File: config.mk
export PLATFORM = sky130hd
export DESIGN_NAME = oic_ctrl
export DESIGN_NICKNAME = d
export VERILOG_FILES = /design/src/hw/oic_pkg.sv /design/src/hw/oic_ctrl.sv
export VERILOG_INCLUDE_DIRS = /design/src /design/src/hw
export SDC_FILE = /design/constraint.sdc
export NUM_CORES = 1
export LEC_CHECK = 0
export BUFFER_PORTS_ARGS = -buffer_cell sky130_fd_sc_hd__buf_2
export CAP_MARGIN = 25
export CORE_ASPECT_RATIO = 0.6
export CORE_MARGIN = 2
export CORE_UTILIZATION = 48
export DETAILED_ROUTE_END_ITERATION = 8
export GPL_ROUTABILITY_DRIVEN = 1
export PLACE_DENSITY_LB_ADDON = 0.08
export SYNTH_ARGS = -nofsm -noshare
export SYNTH_HDL_FRONTEND = slang
export SYNTH_SLANG_ARGS = --single-unit
File: constraint.sdc
create_clock -name clk_sys_i -period 1.9 [get_ports clk_sys_i]
set_input_delay 0.095 -clock clk_sys_i [delete_from_list [all_inputs] [get_ports clk_sys_i]]
set_output_delay 0.095 -clock clk_sys_i [all_outputs]
set_load 0.05 [all_outputs]
File: src/hw/oic_consts.svh
/*
 Constants for the on-line I/O system control block: register map,
 command bits, button indices, character codes and timing.
 Assumes a 100 MHz system clock.
*/
// Notes on behaviour
// - All computer/device signals pass through controller
// - Pace computer from active devices' ready lines
// - One seven-bit character register for transfers
// - Selection characters and master reset alone produce selection strobe
// - Every input character checked for even parity
// - Up to sixty devices selectable and monitored
// - Go-ahead starts output, advance starts input
// - Parity error sets sticky flag, blocks flow
// - Parity reset clears flag, loads good code
// - Erroneous character still delivered unless stop
// - Parity inhibit frees start and ready outputs
// - Master reset loads unselect code and strobes
// - Duplication flag set/cleared; copies input out
// - Start read holds ready low, release starts
// - Stop read clears input-active flag
// - Start compute holds enable low, forces start
// - Single mode: one character, then compute
// - Otherwise codes below sixteen kept out
// - Single mode: one-shot start, begin stops input
// - One input device, many output devices
// - Each data character waits for slowest ready
// - Word input ends with the stop code
`ifndef OIC_CONSTS_SVH
`define OIC_CONSTS_SVH

`define OIC_REG_CTRL   4'h0
`define OIC_REG_CMD    4'h1
`define OIC_REG_STAT   4'h2
`define OIC_REG_CHAR   4'h3

`define OIC_CTRL_INHIB 0
`define OIC_CTRL_SNGL  1

`define OIC_CMD_PRST   0
`define OIC_CMD_MRST   1
`define OIC_CMD_DSEL   2
`define OIC_CMD_DRST   3
`define OIC_CMD_SRD    4
`define OIC_CMD_STRD   5

`define OIC_PB_N       9
`define OIC_PB_PRST    0
`define OIC_PB_MRST    1
`define OIC_PB_DSEL    2
`define OIC_PB_DRST    3
`define OIC_PB_SRD     4
`define OIC_PB_STRD    5
`define OIC_PB_SCMP    6
`define OIC_PB_INHIB   7
`define OIC_PB_SNGL    8

`define OIC_UNSEL_CODE 7'h7F
`define OIC_GOOD_CODE  7'h00
`define OIC_STOP_CODE  7'h0F
`define OIC_MIN_CODE   7'h10
`define OIC_SEL_BIT    6
`define OIC_UNSEL_IDX  6'h3F

`define OIC_CLK_NS     10
`define OIC_M_NS       1000
`define OIC_M_CYC      ((`OIC_M_NS + `OIC_CLK_NS - 1) / `OIC_CLK_NS)

`endif

File: src/hw/oic_pkg.sv
/*
 Types for the on-line I/O system control block.
 Assumes oic_consts.svh for all numeric constants.
*/
package oic_pkg;
    typedef enum logic [2:0] {
        ST_IDLE, ST_SEL, ST_OGO, ST_OWAIT, ST_IADV, ST_IWAIT, ST_IDLV, ST_MRST
    } oic_state_t;

    // Lines toward the device bus
    typedef struct packed {
        logic [6:0] chr;
        logic       sel_stb;
        logic       unsel;
        logic       go;
        logic       adv;
    } oic_dev_o_t;

    // Lines toward the computer
    typedef struct packed {
        logic [6:0] chr;
        logic       chr_vld;
        logic       in_begin;
        logic       sync_rdy;
        logic       start_cmp;
        logic       in_en_cmp;
    } oic_cpu_o_t;
endpackage : oic_pkg

File: src/hw/oic_ctrl.sv
/*
 On-line I/O system control: sits between the computer and up to sixty
 character devices on shared bus lines, with panel buttons and a small
 register port. Assumes one 100 MHz clock and synchronous inputs.
*/
// Local design decisions: the register addresses and the address-and-strobe port.
`timescale 1ns/1ps
`include "oic_consts.svh"

module oic_ctrl import oic_pkg::*; #(
    parameter int DEV_N = 60,
    parameter int IN_N  = 30
) (
    input  wire logic                  clk_sys_i,
    input  wire logic                  rst_n_i,
    input  wire logic [3:0]            reg_addr_i,
    input  wire logic [7:0]            reg_wdata_i,
    input  wire logic                  reg_wr_i,
    input  wire logic                  reg_rd_i,
    output      logic [7:0]            reg_rdata_o,
    input  wire logic [`OIC_PB_N-1:0]  panel_i,
    input  wire logic [6:0]            cpu_chr_i,
    input  wire logic                  cpu_chr_vld_i,
    input  wire logic                  cpu_in_req_i,
    output      oic_cpu_o_t            cpu_o,
    input  wire logic [6:0]            dev_chr_i,
    input  wire logic                  dev_chr_vld_i,
    input  wire logic [DEV_N-1:0]      dev_rdy_i,
    output      oic_dev_o_t            dev_o,
    output      logic [DEV_N-1:0]      dev_sel_o,
    output      logic                  par_err_o
);
    oic_state_t        st_reg;
    oic_state_t        st_next;
    logic [6:0]        chr_reg;
    logic [6:0]        chr_next;
    logic              err_reg;
    logic              act_reg;
    logic              dup_reg;
    logic [1:0]        ctrl_reg;
    logic [DEV_N-1:0]  sel_reg;
    logic [DEV_N-1:0]  sel_upd;
    logic [15:0]       m_cnt_reg;
    logic [`OIC_PB_N-1:0] s1_reg;
    logic [`OIC_PB_N-1:0] s2_reg;
    logic [`OIC_PB_N-1:0] s3_reg;

    // Panel buttons: two-flop synchroniser, third flop for edges
    genvar gi;
    generate
        for (gi = 0; gi < `OIC_PB_N; gi++) begin : g_sync
            always_ff @(posedge clk_sys_i or negedge rst_n_i) begin
                if (!rst_n_i) begin
                    s1_reg[gi] <= 1'b0;
                    s2_reg[gi] <= 1'b0;
                    s3_reg[gi] <= 1'b0;
                end else begin
                    s1_reg[gi] <= panel_i[gi];
                    s2_reg[gi] <= s1_reg[gi];
                    s3_reg[gi] <= s2_reg[gi];
                end
            end
        end
    endgenerate

    wire [`OIC_PB_N-1:0] pb_rise = s2_reg & ~s3_reg;
    wire [`OIC_PB_N-1:0] pb_fall = ~s2_reg & s3_reg;

    // Register port decode
    wire       wr_ctrl = reg_wr_i && (reg_addr_i == `OIC_REG_CTRL);
    wire       wr_cmd  = reg_wr_i && (reg_addr_i == `OIC_REG_CMD);
    wire [7:0] cmd     = wr_cmd ? reg_wdata_i : 8'h00;

    // Panel and program commands merge into one pulse each
    wire prst    = pb_rise[`OIC_PB_PRST] | cmd[`OIC_CMD_PRST];
    wire mrst    = pb_rise[`OIC_PB_MRST] | cmd[`OIC_CMD_MRST];
    wire dsel    = pb_rise[`OIC_PB_DSEL] | cmd[`OIC_CMD_DSEL];
    wire drst    = pb_rise[`OIC_PB_DRST] | cmd[`OIC_CMD_DRST];
    wire srd_go  = pb_fall[`OIC_PB_SRD] | cmd[`OIC_CMD_SRD];
    wire stop_rd = pb_rise[`OIC_PB_STRD] | cmd[`OIC_CMD_STRD];
    wire srd_hold = s2_reg[`OIC_PB_SRD];
    wire sc_hold  = s2_reg[`OIC_PB_SCMP];
    wire inhib    = s2_reg[`OIC_PB_INHIB] | ctrl_reg[`OIC_CTRL_INHIB];
    wire single   = s2_reg[`OIC_PB_SNGL] | ctrl_reg[`OIC_CTRL_SNGL];

    // Error blocks flow unless inhibited
    wire blk = err_reg & ~inhib;

    // Character from the computer: bit 6 marks a selection pattern
    wire       is_sel  = cpu_chr_i[`OIC_SEL_BIT];
    wire [5:0] sel_idx = cpu_chr_i[5:0];
    wire       unsel   = sel_idx == `OIC_UNSEL_IDX;
    wire       idx_in  = 32'(sel_idx) < IN_N;
    wire       take_o  = (st_reg == ST_IDLE) && cpu_chr_vld_i && !blk && !mrst;

    // New selection mask; an input pick drops other inputs
    generate
        for (gi = 0; gi < DEV_N; gi++) begin : g_sel
            if (gi < IN_N) begin : g_in
                assign sel_upd[gi] = unsel ? 1'b0 :
                                     (32'(sel_idx) == gi) ? 1'b1 :
                                     idx_in ? 1'b0 : sel_reg[gi];
            end else begin : g_out
                assign sel_upd[gi] = unsel ? 1'b0 :
                                     (32'(sel_idx) == gi) ? 1'b1 : sel_reg[gi];
            end
        end
    endgenerate

    // Slowest selected device sets the pace
    wire rdy_all = &(~sel_reg | dev_rdy_i);
    wire in_sel  = |sel_reg[IN_N-1:0];

    // Input character delivery decisions
    wire in_take  = (st_reg == ST_IWAIT) && dev_chr_vld_i;
    wire bad_par  = ^dev_chr_i;
    wire is_stop  = chr_reg == `OIC_STOP_CODE;
    wire dlv      = st_reg == ST_IDLV;
    wire pass     = single || (chr_reg >= `OIC_MIN_CODE);
    wire chr_out  = dlv && pass && !(is_stop && !single);
    wire stop_hit = dlv && !single && is_stop && !blk;
    wire one_shot = dlv && single;

    // Sequencer
    always_comb begin
        st_next = st_reg;
        unique case (st_reg)
            ST_IDLE: begin
                if (take_o)
                    st_next = is_sel ? ST_SEL : ST_OGO;
                else if (act_reg && cpu_in_req_i && !blk && !srd_hold && in_sel)
                    st_next = ST_IADV;
            end
            ST_SEL:   st_next = ST_IDLE;
            ST_OGO:   st_next = ST_OWAIT;
            ST_OWAIT: if (rdy_all) st_next = ST_IDLE;
            ST_IADV:  st_next = ST_IWAIT;
            ST_IWAIT: begin
                if (dev_chr_vld_i)
                    st_next = ST_IDLV;
                else if (stop_rd)
                    st_next = ST_IDLE;
            end
            ST_IDLV:  st_next = dup_reg ? ST_OGO : ST_OWAIT;
            ST_MRST:  st_next = ST_IDLE;
        endcase
        if (mrst)
            st_next = ST_MRST;
    end

    // Single character register, shared by both directions
    always_comb begin
        chr_next = chr_reg;
        if (take_o)
            chr_next = cpu_chr_i;
        else if (in_take)
            chr_next = dev_chr_i;
        if (prst)
            chr_next = `OIC_GOOD_CODE;
        if (mrst)
            chr_next = `OIC_UNSEL_CODE;
    end

    // Main state and character
    always_ff @(posedge clk_sys_i or negedge rst_n_i) begin
        if (!rst_n_i) begin
            st_reg  <= ST_IDLE;
            chr_reg <= `OIC_UNSEL_CODE;
        end else begin
            st_reg  <= st_next;
            chr_reg <= chr_next;
        end
    end

    // Flags; a set in the same cycle as its clear wins
    always_ff @(posedge clk_sys_i or negedge rst_n_i) begin
        if (!rst_n_i) begin
            err_reg <= 1'b0;
            act_reg <= 1'b0;
            dup_reg <= 1'b0;
        end else begin
            if (in_take && bad_par)
                err_reg <= 1'b1;
            else if (prst)
                err_reg <= 1'b0;
            if (srd_go)
                act_reg <= 1'b1;
            else if (stop_rd || one_shot || mrst)
                act_reg <= 1'b0;
            if (dsel)
                dup_reg <= 1'b1;
            else if (drst)
                dup_reg <= 1'b0;
        end
    end

    // Selection mirror and one-shot timer for single mode
    always_ff @(posedge clk_sys_i or negedge rst_n_i) begin
        if (!rst_n_i) begin
            sel_reg   <= '0;
            m_cnt_reg <= 16'h0000;
        end else begin
            if (mrst)
                sel_reg <= '0;
            else if (take_o && is_sel)
                sel_reg <= sel_upd;
            if (one_shot)
                m_cnt_reg <= 16'(`OIC_M_CYC);
            else if (m_cnt_reg != 16'h0000)
                m_cnt_reg <= m_cnt_reg - 16'h0001;
        end
    end

    // Registered outputs toward both sides; nothing bypasses the block
    always_ff @(posedge clk_sys_i or negedge rst_n_i) begin
        if (!rst_n_i) begin
            dev_o     <= '0;
            cpu_o     <= '0;
            dev_sel_o <= '0;
            par_err_o <= 1'b0;
        end else begin
            dev_o.chr       <= chr_next;
            dev_o.sel_stb   <= (st_next == ST_SEL) || (st_next == ST_MRST);
            dev_o.unsel     <= chr_next == `OIC_UNSEL_CODE;
            dev_o.go        <= st_next == ST_OGO;
            dev_o.adv       <= st_next == ST_IADV;
            cpu_o.chr       <= chr_reg;
            cpu_o.chr_vld   <= chr_out;
            cpu_o.in_begin  <= chr_out;
            cpu_o.sync_rdy  <= (st_next == ST_IDLE) && !srd_hold && !blk;
            cpu_o.start_cmp <= sc_hold || stop_hit || one_shot ||
                               (m_cnt_reg > 16'h0001);
            cpu_o.in_en_cmp <= act_reg && !sc_hold && !blk;
            dev_sel_o       <= sel_reg;
            par_err_o       <= err_reg;
        end
    end

    // Register read: one cycle after the strobe, zero elsewhere
    wire [7:0] stat_w = {4'h0, in_sel, dup_reg, act_reg, err_reg};
    wire [7:0] rd_mux = (reg_addr_i == `OIC_REG_CTRL) ? {6'h00, ctrl_reg} :
                        (reg_addr_i == `OIC_REG_STAT) ? stat_w :
                        (reg_addr_i == `OIC_REG_CHAR) ? {1'b0, chr_reg} : 8'h00;

    always_ff @(posedge clk_sys_i or negedge rst_n_i) begin
        if (!rst_n_i) begin
            ctrl_reg    <= 2'h0;
            reg_rdata_o <= 8'h00;
        end else begin
            if (wr_ctrl)
                ctrl_reg <= reg_wdata_i[1:0];
            reg_rdata_o <= reg_rd_i ? rd_mux : 8'h00;
        end
    end
endmodule : oic_ctrl

==> metrics.md, run 1 <==
| Metric | Value |
|---|---|
| Failing checks | setup timing |
| Final period util | 1.093 |
| Initial core utilization | 0.4858 |
| Seq pwr share | 0.416 |
| Layout cells sized above 1 | 0.3986 |
| Num Clock Sinks | 205 |
| Worst-path fanout max | 5 |
| Gp weighted congestion | 0.9063 |
| Register area | 0.005142 mm² |
| Synth warn | 0 |
| Footprint of the multi-input gates | 0.002835 mm² |
| Min-Delay Path Depth | 4 |
| Final hold vios | 0 |
| Clock skew | 13.20 ps |
| Worst VDD drop | 0.5329 mV |
| Total track usage | 0.2701 |
| Worst hold-check path type | input pin to flop |
| Synthesized net count | 783 |
| H-tree levels | 1 |
| RSZ-0062 raised after global routing | yes |
| Tot Pwr | 12380 µW |
| Crit. End Element | flop |
| Detailed-route via count | 6595 |
| Least-Margin Pin Slew | 794.8 ps |
| Crit Path Class | flop to flop |
| Setup ws final | -175.8 ps |
| Reg2reg path depth | 7 |
| Die Area | 0.01735 mm² |
| Endpoints failing setup | 73 |
| Int Power | 8353 µW |
| Die Ht | 102.8 µm |
| Clk Latency, worst-skew pair | 490 ps |
| CP arrival | 2480 ps |
| Clk pin slew, worst setup/hold paths | 70 ps |
| Status | finished, violations left |
| Clk buf depth | 3 |
| Core ar. | 0.01608 mm² |
| Detailed Routing Iterations Pass 1 | 5 |
| Slew Limit Fails | 0 |
| Vias in the first global route | 6154 |
| Sequential area share after synthesis | 0.6578 |
| Commonest non-fill, non-tap cell in the layout | dfrtp_1 |
| Pwr dens | 1119 mW/mm² |
| Max-Cap Viols | 0 |
| IO Port Bufs | 190 |
| Vias/cell | 5.450 |
| Switch Pwr | 4024 µW |
| Final instance count without filler cells | 1210 |
| Drt wl/cell | 20.25 µm |
| Final #Nets | 1093 |
| Combinational share of power | 0.287 |
| Slew margin rel. | 0.4661 |
| TritonCTS clock tree | done |
| Area grow syn2layout | 41.62% |
| Post-synth EDFFs | 0 |
| Root buffer cell | clkbuf_16 |
| IO Pins | 194 |
| Cells after DPL | 1136 |
| Final min period | 2076 ps |
| Main synth FF type | dfrtp_1 |
| Crit path launch type | flop |
| # DRC | 0 |
| Hpwl dp | 16940 µm |
| Max Fclk | 481.8 MHz |
| Sw frac | 0.3251 |
| DRT Wirelength | 24500 µm |
| First-pass GRT wire length | 35310 µm |
| Grt total ovfl | 0 |
| Row Count | 36 |
| Leading cell types in the layout, fill and taps excluded | dfrtp_1 (195), buf_2 (189), buf_4 (86) |
| Total CTS buffers | 19 |
| Synth Instances | 679 |
| Cell variety after synth | 56 |
| Fill cells | 1207 |
| Largest net degree at the start of global routing | 65 |
| Number of routed nets with antenna violations | 0 |
| Width of the die | 168.7 µm |
| Leakage power | 0.005554 µW |
| Seq cells post-synth | 205 |
| Synthesized area | 0.007812 mm² |
| Mapped Avg Cell Area | 11.51 µm² |
| # diodes | 0 |
| CP required | 2300 ps |
| Async set-reset flop share out of synthesis | 1.000 |
| Clk network pwr share | 0.297 |
| Initial DRC count | 689 |
| Initial antenna violation count | 0 |
layout make-up:
cell class	count	share of cell area
flip-flops and latches	205	0.4648
clock buffers	30	0.05213
clock inverters	3	0.001583
inverters	27	0.009160
multi-input cells	423	0.2562
well taps	209	0.02363
repair buffers	313	0.1925
power groups by stage:
stage / clock (µW) / sequential, µW / combinational (µW)
2_1_floorplan: 0 / 5800 / 1170
3_3_place_gp: 0 / 5180 / 3000
3_5_place_dp: 0 / 5200 / 3050
4_1_cts: 3720 / 5120 / 3210
5_1_grt: 3910 / 5200 / 3820
6_report: 3670 / 5150 / 3560
synth_stat cells (10+ instances only):
cell / number / share of area
nor4_1: 17 / 0.014
o21ai_0: 15 / 0.0096
o21ai_1: 10 / 0.0064
dfrtp_1: 198 / 0.63
a22oi_1: 11 / 0.011
nor3_1: 14 / 0.0090
o2111ai_1: 15 / 0.017
clkbuf_1: 19 / 0.0091
nor2_1: 76 / 0.037
nand2b_1: 48 / 0.038
inv_1: 27 / 0.013
nand2_1: 64 / 0.031
a21oi_1: 41 / 0.026
xnor2_1: 11 / 0.012
logic make-up after synthesis:
| family | count (synthesis) | share of synthesized area |
|---|---|---|
| AO/OA/AOI/OAI | 123 | 0.1049 |
| buffers and inverters | 52 | 0.02659 |
| multiplexers | 9 | 0.01185 |
| flip-flops | 205 | 0.6578 |
| XOR/XNOR | 18 | 0.02018 |
| AND/OR/NAND/NOR | 269 | 0.1750 |
| adder cells (fa/ha/maj) | 2 | 0.003203 |
| other | 1 | 0.0004800 |
layer usage:
metal | share of wire | track usage | vias to the layer above
met5 | 0 | 0 | -
met4 | 0.014 | 0.04775 | 0
met3 | 0.10 | 0.07486 | 35
met2 | 0.42 | 0.3682 | 330
met1 | 0.47 | 0.4319 | 3252
li1 | - | - | 2978
repair_timing:
action / CTS / global route
pin swaps: 9 / 44
resized for setup: 17 / 71
endpoints found under the hold margin: 78 / 0
hold buffers: 18 / 0
endpoints found under the setup margin: 28 / 78
buffers inserted: 2 / 13
gates cloned: 1 / 7
critical path: stages (launching register included):
cell and delay, ps:
dfrtp_1 390, or3_4 390, buf_4 140, buf_6 120
nor4_4 170, nand3b_1 250, or3_1 370, a21oi_1 170
worst paths after layout:
check,slack [ps],end,from
max in group asynchronous,1010,chr_reg[5],rst_n_i
worst min register to register,350,srd_hold,s1_reg[4]
worst max register to register,-180,m_cnt_reg[12],m_cnt_reg[4]
min in group asynchronous,160,dev_sel_o[36],rst_n_i
worst min-delay path,10,reg_rdata_o[3],reg_addr_i[3]
worst max-delay path,-180,m_cnt_reg[12],m_cnt_reg[4]
through the flow:
stage	worst slack, ps	cell area, µm²	util	hold slack [ps]	TNS [ps]
global placement	-130.6	9634	0.5991	126.1	-1168
global route	-274.7	11060	0.6881	33.99	-10290
finish	-175.8	11060	0.6881	12.83	-4994
CTS	-127.0	10510	0.6538	4.503	-480.5
floorplan	-35.81	7823	-	-200.6	-35.81
detailed placement	-162.7	9634	0.5991	127.7	-2398
(Power assumes the default switching activity.)
==> inputs of run 2 (changes only) <==
--- a/config.mk
+++ b/config.mk
@@ -13,7 +13,7 @@
 export CORE_UTILIZATION = 48
 export DETAILED_ROUTE_END_ITERATION = 8
 export GPL_ROUTABILITY_DRIVEN = 1
-export PLACE_DENSITY_LB_ADDON = 0.08
+export PLACE_DENSITY = 0.76
 export SYNTH_ARGS = -nofsm -noshare
 export SYNTH_HDL_FRONTEND = slang
 export SYNTH_SLANG_ARGS = --single-unit
==> metrics.md, run 2 (synthesized netlist as in run 1, its figures left out) <==
| Metric | Value |
|---|---|
| Worst VDD drop | 0.6246 mV (was 0.5329 mV) |
| TritonCTS clock tree | done (unchanged) |
| Worst hold-check path type | input pin to flop (unchanged) |
| Hpwl dp | 16480 µm (was 16940 µm) |
| IO Pins | 194 (unchanged) |
| Area grow syn2layout | 36.92% (was 41.62%) |
| H-tree levels | 1 (unchanged) |
| Layout cells sized above 1 | 0.3573 (was 0.3986) |
| Failing checks | setup timing (unchanged) |
| Final hold vios | 0 (unchanged) |
| Initial antenna violation count | 1 (was 0) |
| Detailed-route via count | 6522 (was 6595) |
| Footprint of the multi-input gates | 0.002675 mm² (was 0.002835 mm²) |
| Fill cells | 1213 (was 1207) |
| CP arrival | 2420 ps (was 2480 ps) |
| Drt wl/cell | 19.64 µm (was 20.25 µm) |
| Vias in the first global route | 6035 (was 6154) |
| Status | finished, violations left (unchanged) |
| CP max-delay cell | or4_4 (was dfrtp_1) |
| Critical path cell sequence | or3_4 -> or4_4 -> a2111oi_4 -> and2b_1 -> xnor2_1 -> nor2_1 (was or3_4 -> buf_4 -> buf_6 -> nor4_4 -> nand3b_1 -> or3_1 -> a21oi_1) |
| Commonest non-fill, non-tap cell in the layout | dfrtp_1 (unchanged) |
| Clock skew | 7.998 ps (was 13.20 ps) |
| CP top delay family | simple AND/OR/NAND/NOR gates (unchanged) |
| Die Ht | 102.8 µm (unchanged) |
| Initial DRC count | 574 (was 689) |
| Crit path launch type | flop (unchanged) |
| Row Count | 36 (unchanged) |
| Final period util | 1.074 (was 1.093) |
| Total CTS buffers | 20 (was 19) |
| Final min period | 2041 ps (was 2076 ps) |
| Largest net degree at the start of global routing | 58 (was 65) |
| Grt total ovfl | 0 (unchanged) |
| Crit. End Element | flop (unchanged) |
| Pwr dens | 1199 mW/mm² (was 1119 mW/mm²) |
| Max-Cap Viols | 0 (unchanged) |
| Tot Pwr | 12820 µW (was 12380 µW) |
| Setup ws final | -141.1 ps (was -175.8 ps) |
| Detailed Routing Iterations Pass 1 | 5 (unchanged) |
| Clk buf depth | 3 (unchanged) |
| Endpoints failing setup | 14 (was 73) |
| Initial core utilization | 0.4858 (unchanged) |
| Clk Latency, worst-skew pair | 490 ps (about the same) |
| Max Fclk | 489.9 MHz (was 481.8 MHz) |
| DRT Wirelength | 23260 µm (was 24500 µm) |
| Gp weighted congestion | 0.9175 (was 0.9063) |
| Least-Margin Pin Slew | 679.8 ps (was 794.8 ps) |
| Leakage power | 0.005330 µW (was 0.005554 µW) |
| Clk pin slew, worst setup/hold paths | 60 ps (was 70 ps) |
| Crit path largest cell delay | 440 ps (was 390 ps) |
| Number of routed nets with antenna violations | 0 (unchanged) |
| Vias/cell | 5.508 (was 5.450) |
| Layout Utilization | 0.6652 (was 0.6881) |
| # DRC | 0 (unchanged) |
| Crit Path Class | flop to flop (unchanged) |
| Total track usage | 0.2639 (was 0.2701) |
| Post-route setup TNS | -756.1 ps (was -4994 ps) |
| Width of the die | 168.7 µm (unchanged) |
| Final #Nets | 1064 (was 1093) |
| Leading cell types in the layout, fill and taps excluded | dfrtp_1 (196), buf_2 (190), nor2_1 (74) (was dfrtp_1 (195), buf_2 (189), buf_4 (86)) |
| Die Area | 0.01735 mm² (unchanged) |
| Core ar. | 0.01608 mm² (unchanged) |
| Register area | 0.005141 mm² (was 0.005142 mm²) |
| RSZ-0062 raised after global routing | yes (unchanged) |
| CP required | 2280 ps (was 2300 ps) |
| WP buf/inv | 0 (was 2) |
| Slew Limit Fails | 0 (unchanged) |
| Root buffer cell | clkbuf_16 (unchanged) |
| Num Clock Sinks | 205 (unchanged) |
| Worst-path fanout max | 5 (unchanged) |
| IO Port Bufs | 190 (unchanged) |
| First-pass GRT wire length | 34450 µm (was 35310 µm) |
| Slew margin rel. | 0.5451 (was 0.4661) |
run 2: cell types whose count changed in the layout (fill, tap and decap cells not counted), sizes merged:
| cell | delta |
|---|---|
| clkinvlp | +1 |
| bufinv | +2 |
| diode | +1 |
| buf | -24 |
| inv | +1 |
| nand2 | -1 |
| clkinv | +1 |
| clkbuf | -7 |
run 2: report_power, final:
part           total [µW]  internal, µW  leakage [µW]  switching, µW
clock                4140          2430      0.000332           1710
combinational        3490          1430       0.00230           2060
sequential           5190          4850       0.00269            342
run 2: worst paths after layout:
check                      cells past startpoint  slack (ps)       endpoint    startpoint
min reg2reg                                    0         350      s2_reg[5]     s1_reg[5]
min                                            3          20    ctrl_reg[1]      reg_wr_i
min in group asynchronous                      2         140  dev_sel_o[35]       rst_n_i
max in group asynchronous                      3        1030  dev_sel_o[13]       rst_n_i
max                                            6        -140   m_cnt_reg[9]  m_cnt_reg[4]
max reg2reg                                    6        -140   m_cnt_reg[9]  m_cnt_reg[4]
run 2: worst register-to-register path: stages, from the launching register on:
cell,delay [ps]
dfrtp_1,390
or3_4,390
or4_4,440
a2111oi_4,330
and2b_1,210
xnor2_1,120
nor2_1,60
run 2: metal layers:
layer | GRT usage | part of all wire
met5 | 0 | 0
met3 | 0.06795 | 0.098
met2 | 0.3528 | 0.41
met1 | 0.4251 | 0.48
met4 | 0.06300 | 0.018
run 2: through the flow:
stage	hold slack (ps)	cells	area [µm²]	setup WS (ps)
2_1_floorplan	-200.6	679	7823	-35.81
3_3_place_gp	91.53	1114	9494	-54.92
3_5_place_dp	95.02	1114	9494	-85.74
4_1_cts	7.161	1169	10410	-93.80
5_1_grt	18.58	1183	10690	-223.4
6_report	21.33	1184	10700	-141.1
run 2: timing repair:
action                                  in CTS  in global routing
hold buffers                                18                  0
gates cloned                                 0                  1
endpoints found under the setup margin      20                 43
hold endpoints to repair                    71                  0
pin swaps                                    3                 22
buffers inserted                             1                 13
gates resized for setup                      8                 36
run 2: cell type report:
type,instances,area share
sequential,205,0.4806
multi-input combinational,422,0.2501
timing repair buffer,284,0.1709
clock buffer,28,0.05439
tap,209,0.02445
clock inverter,8,0.009826
inverter,27,0.009475
antenna,1,0.0002339
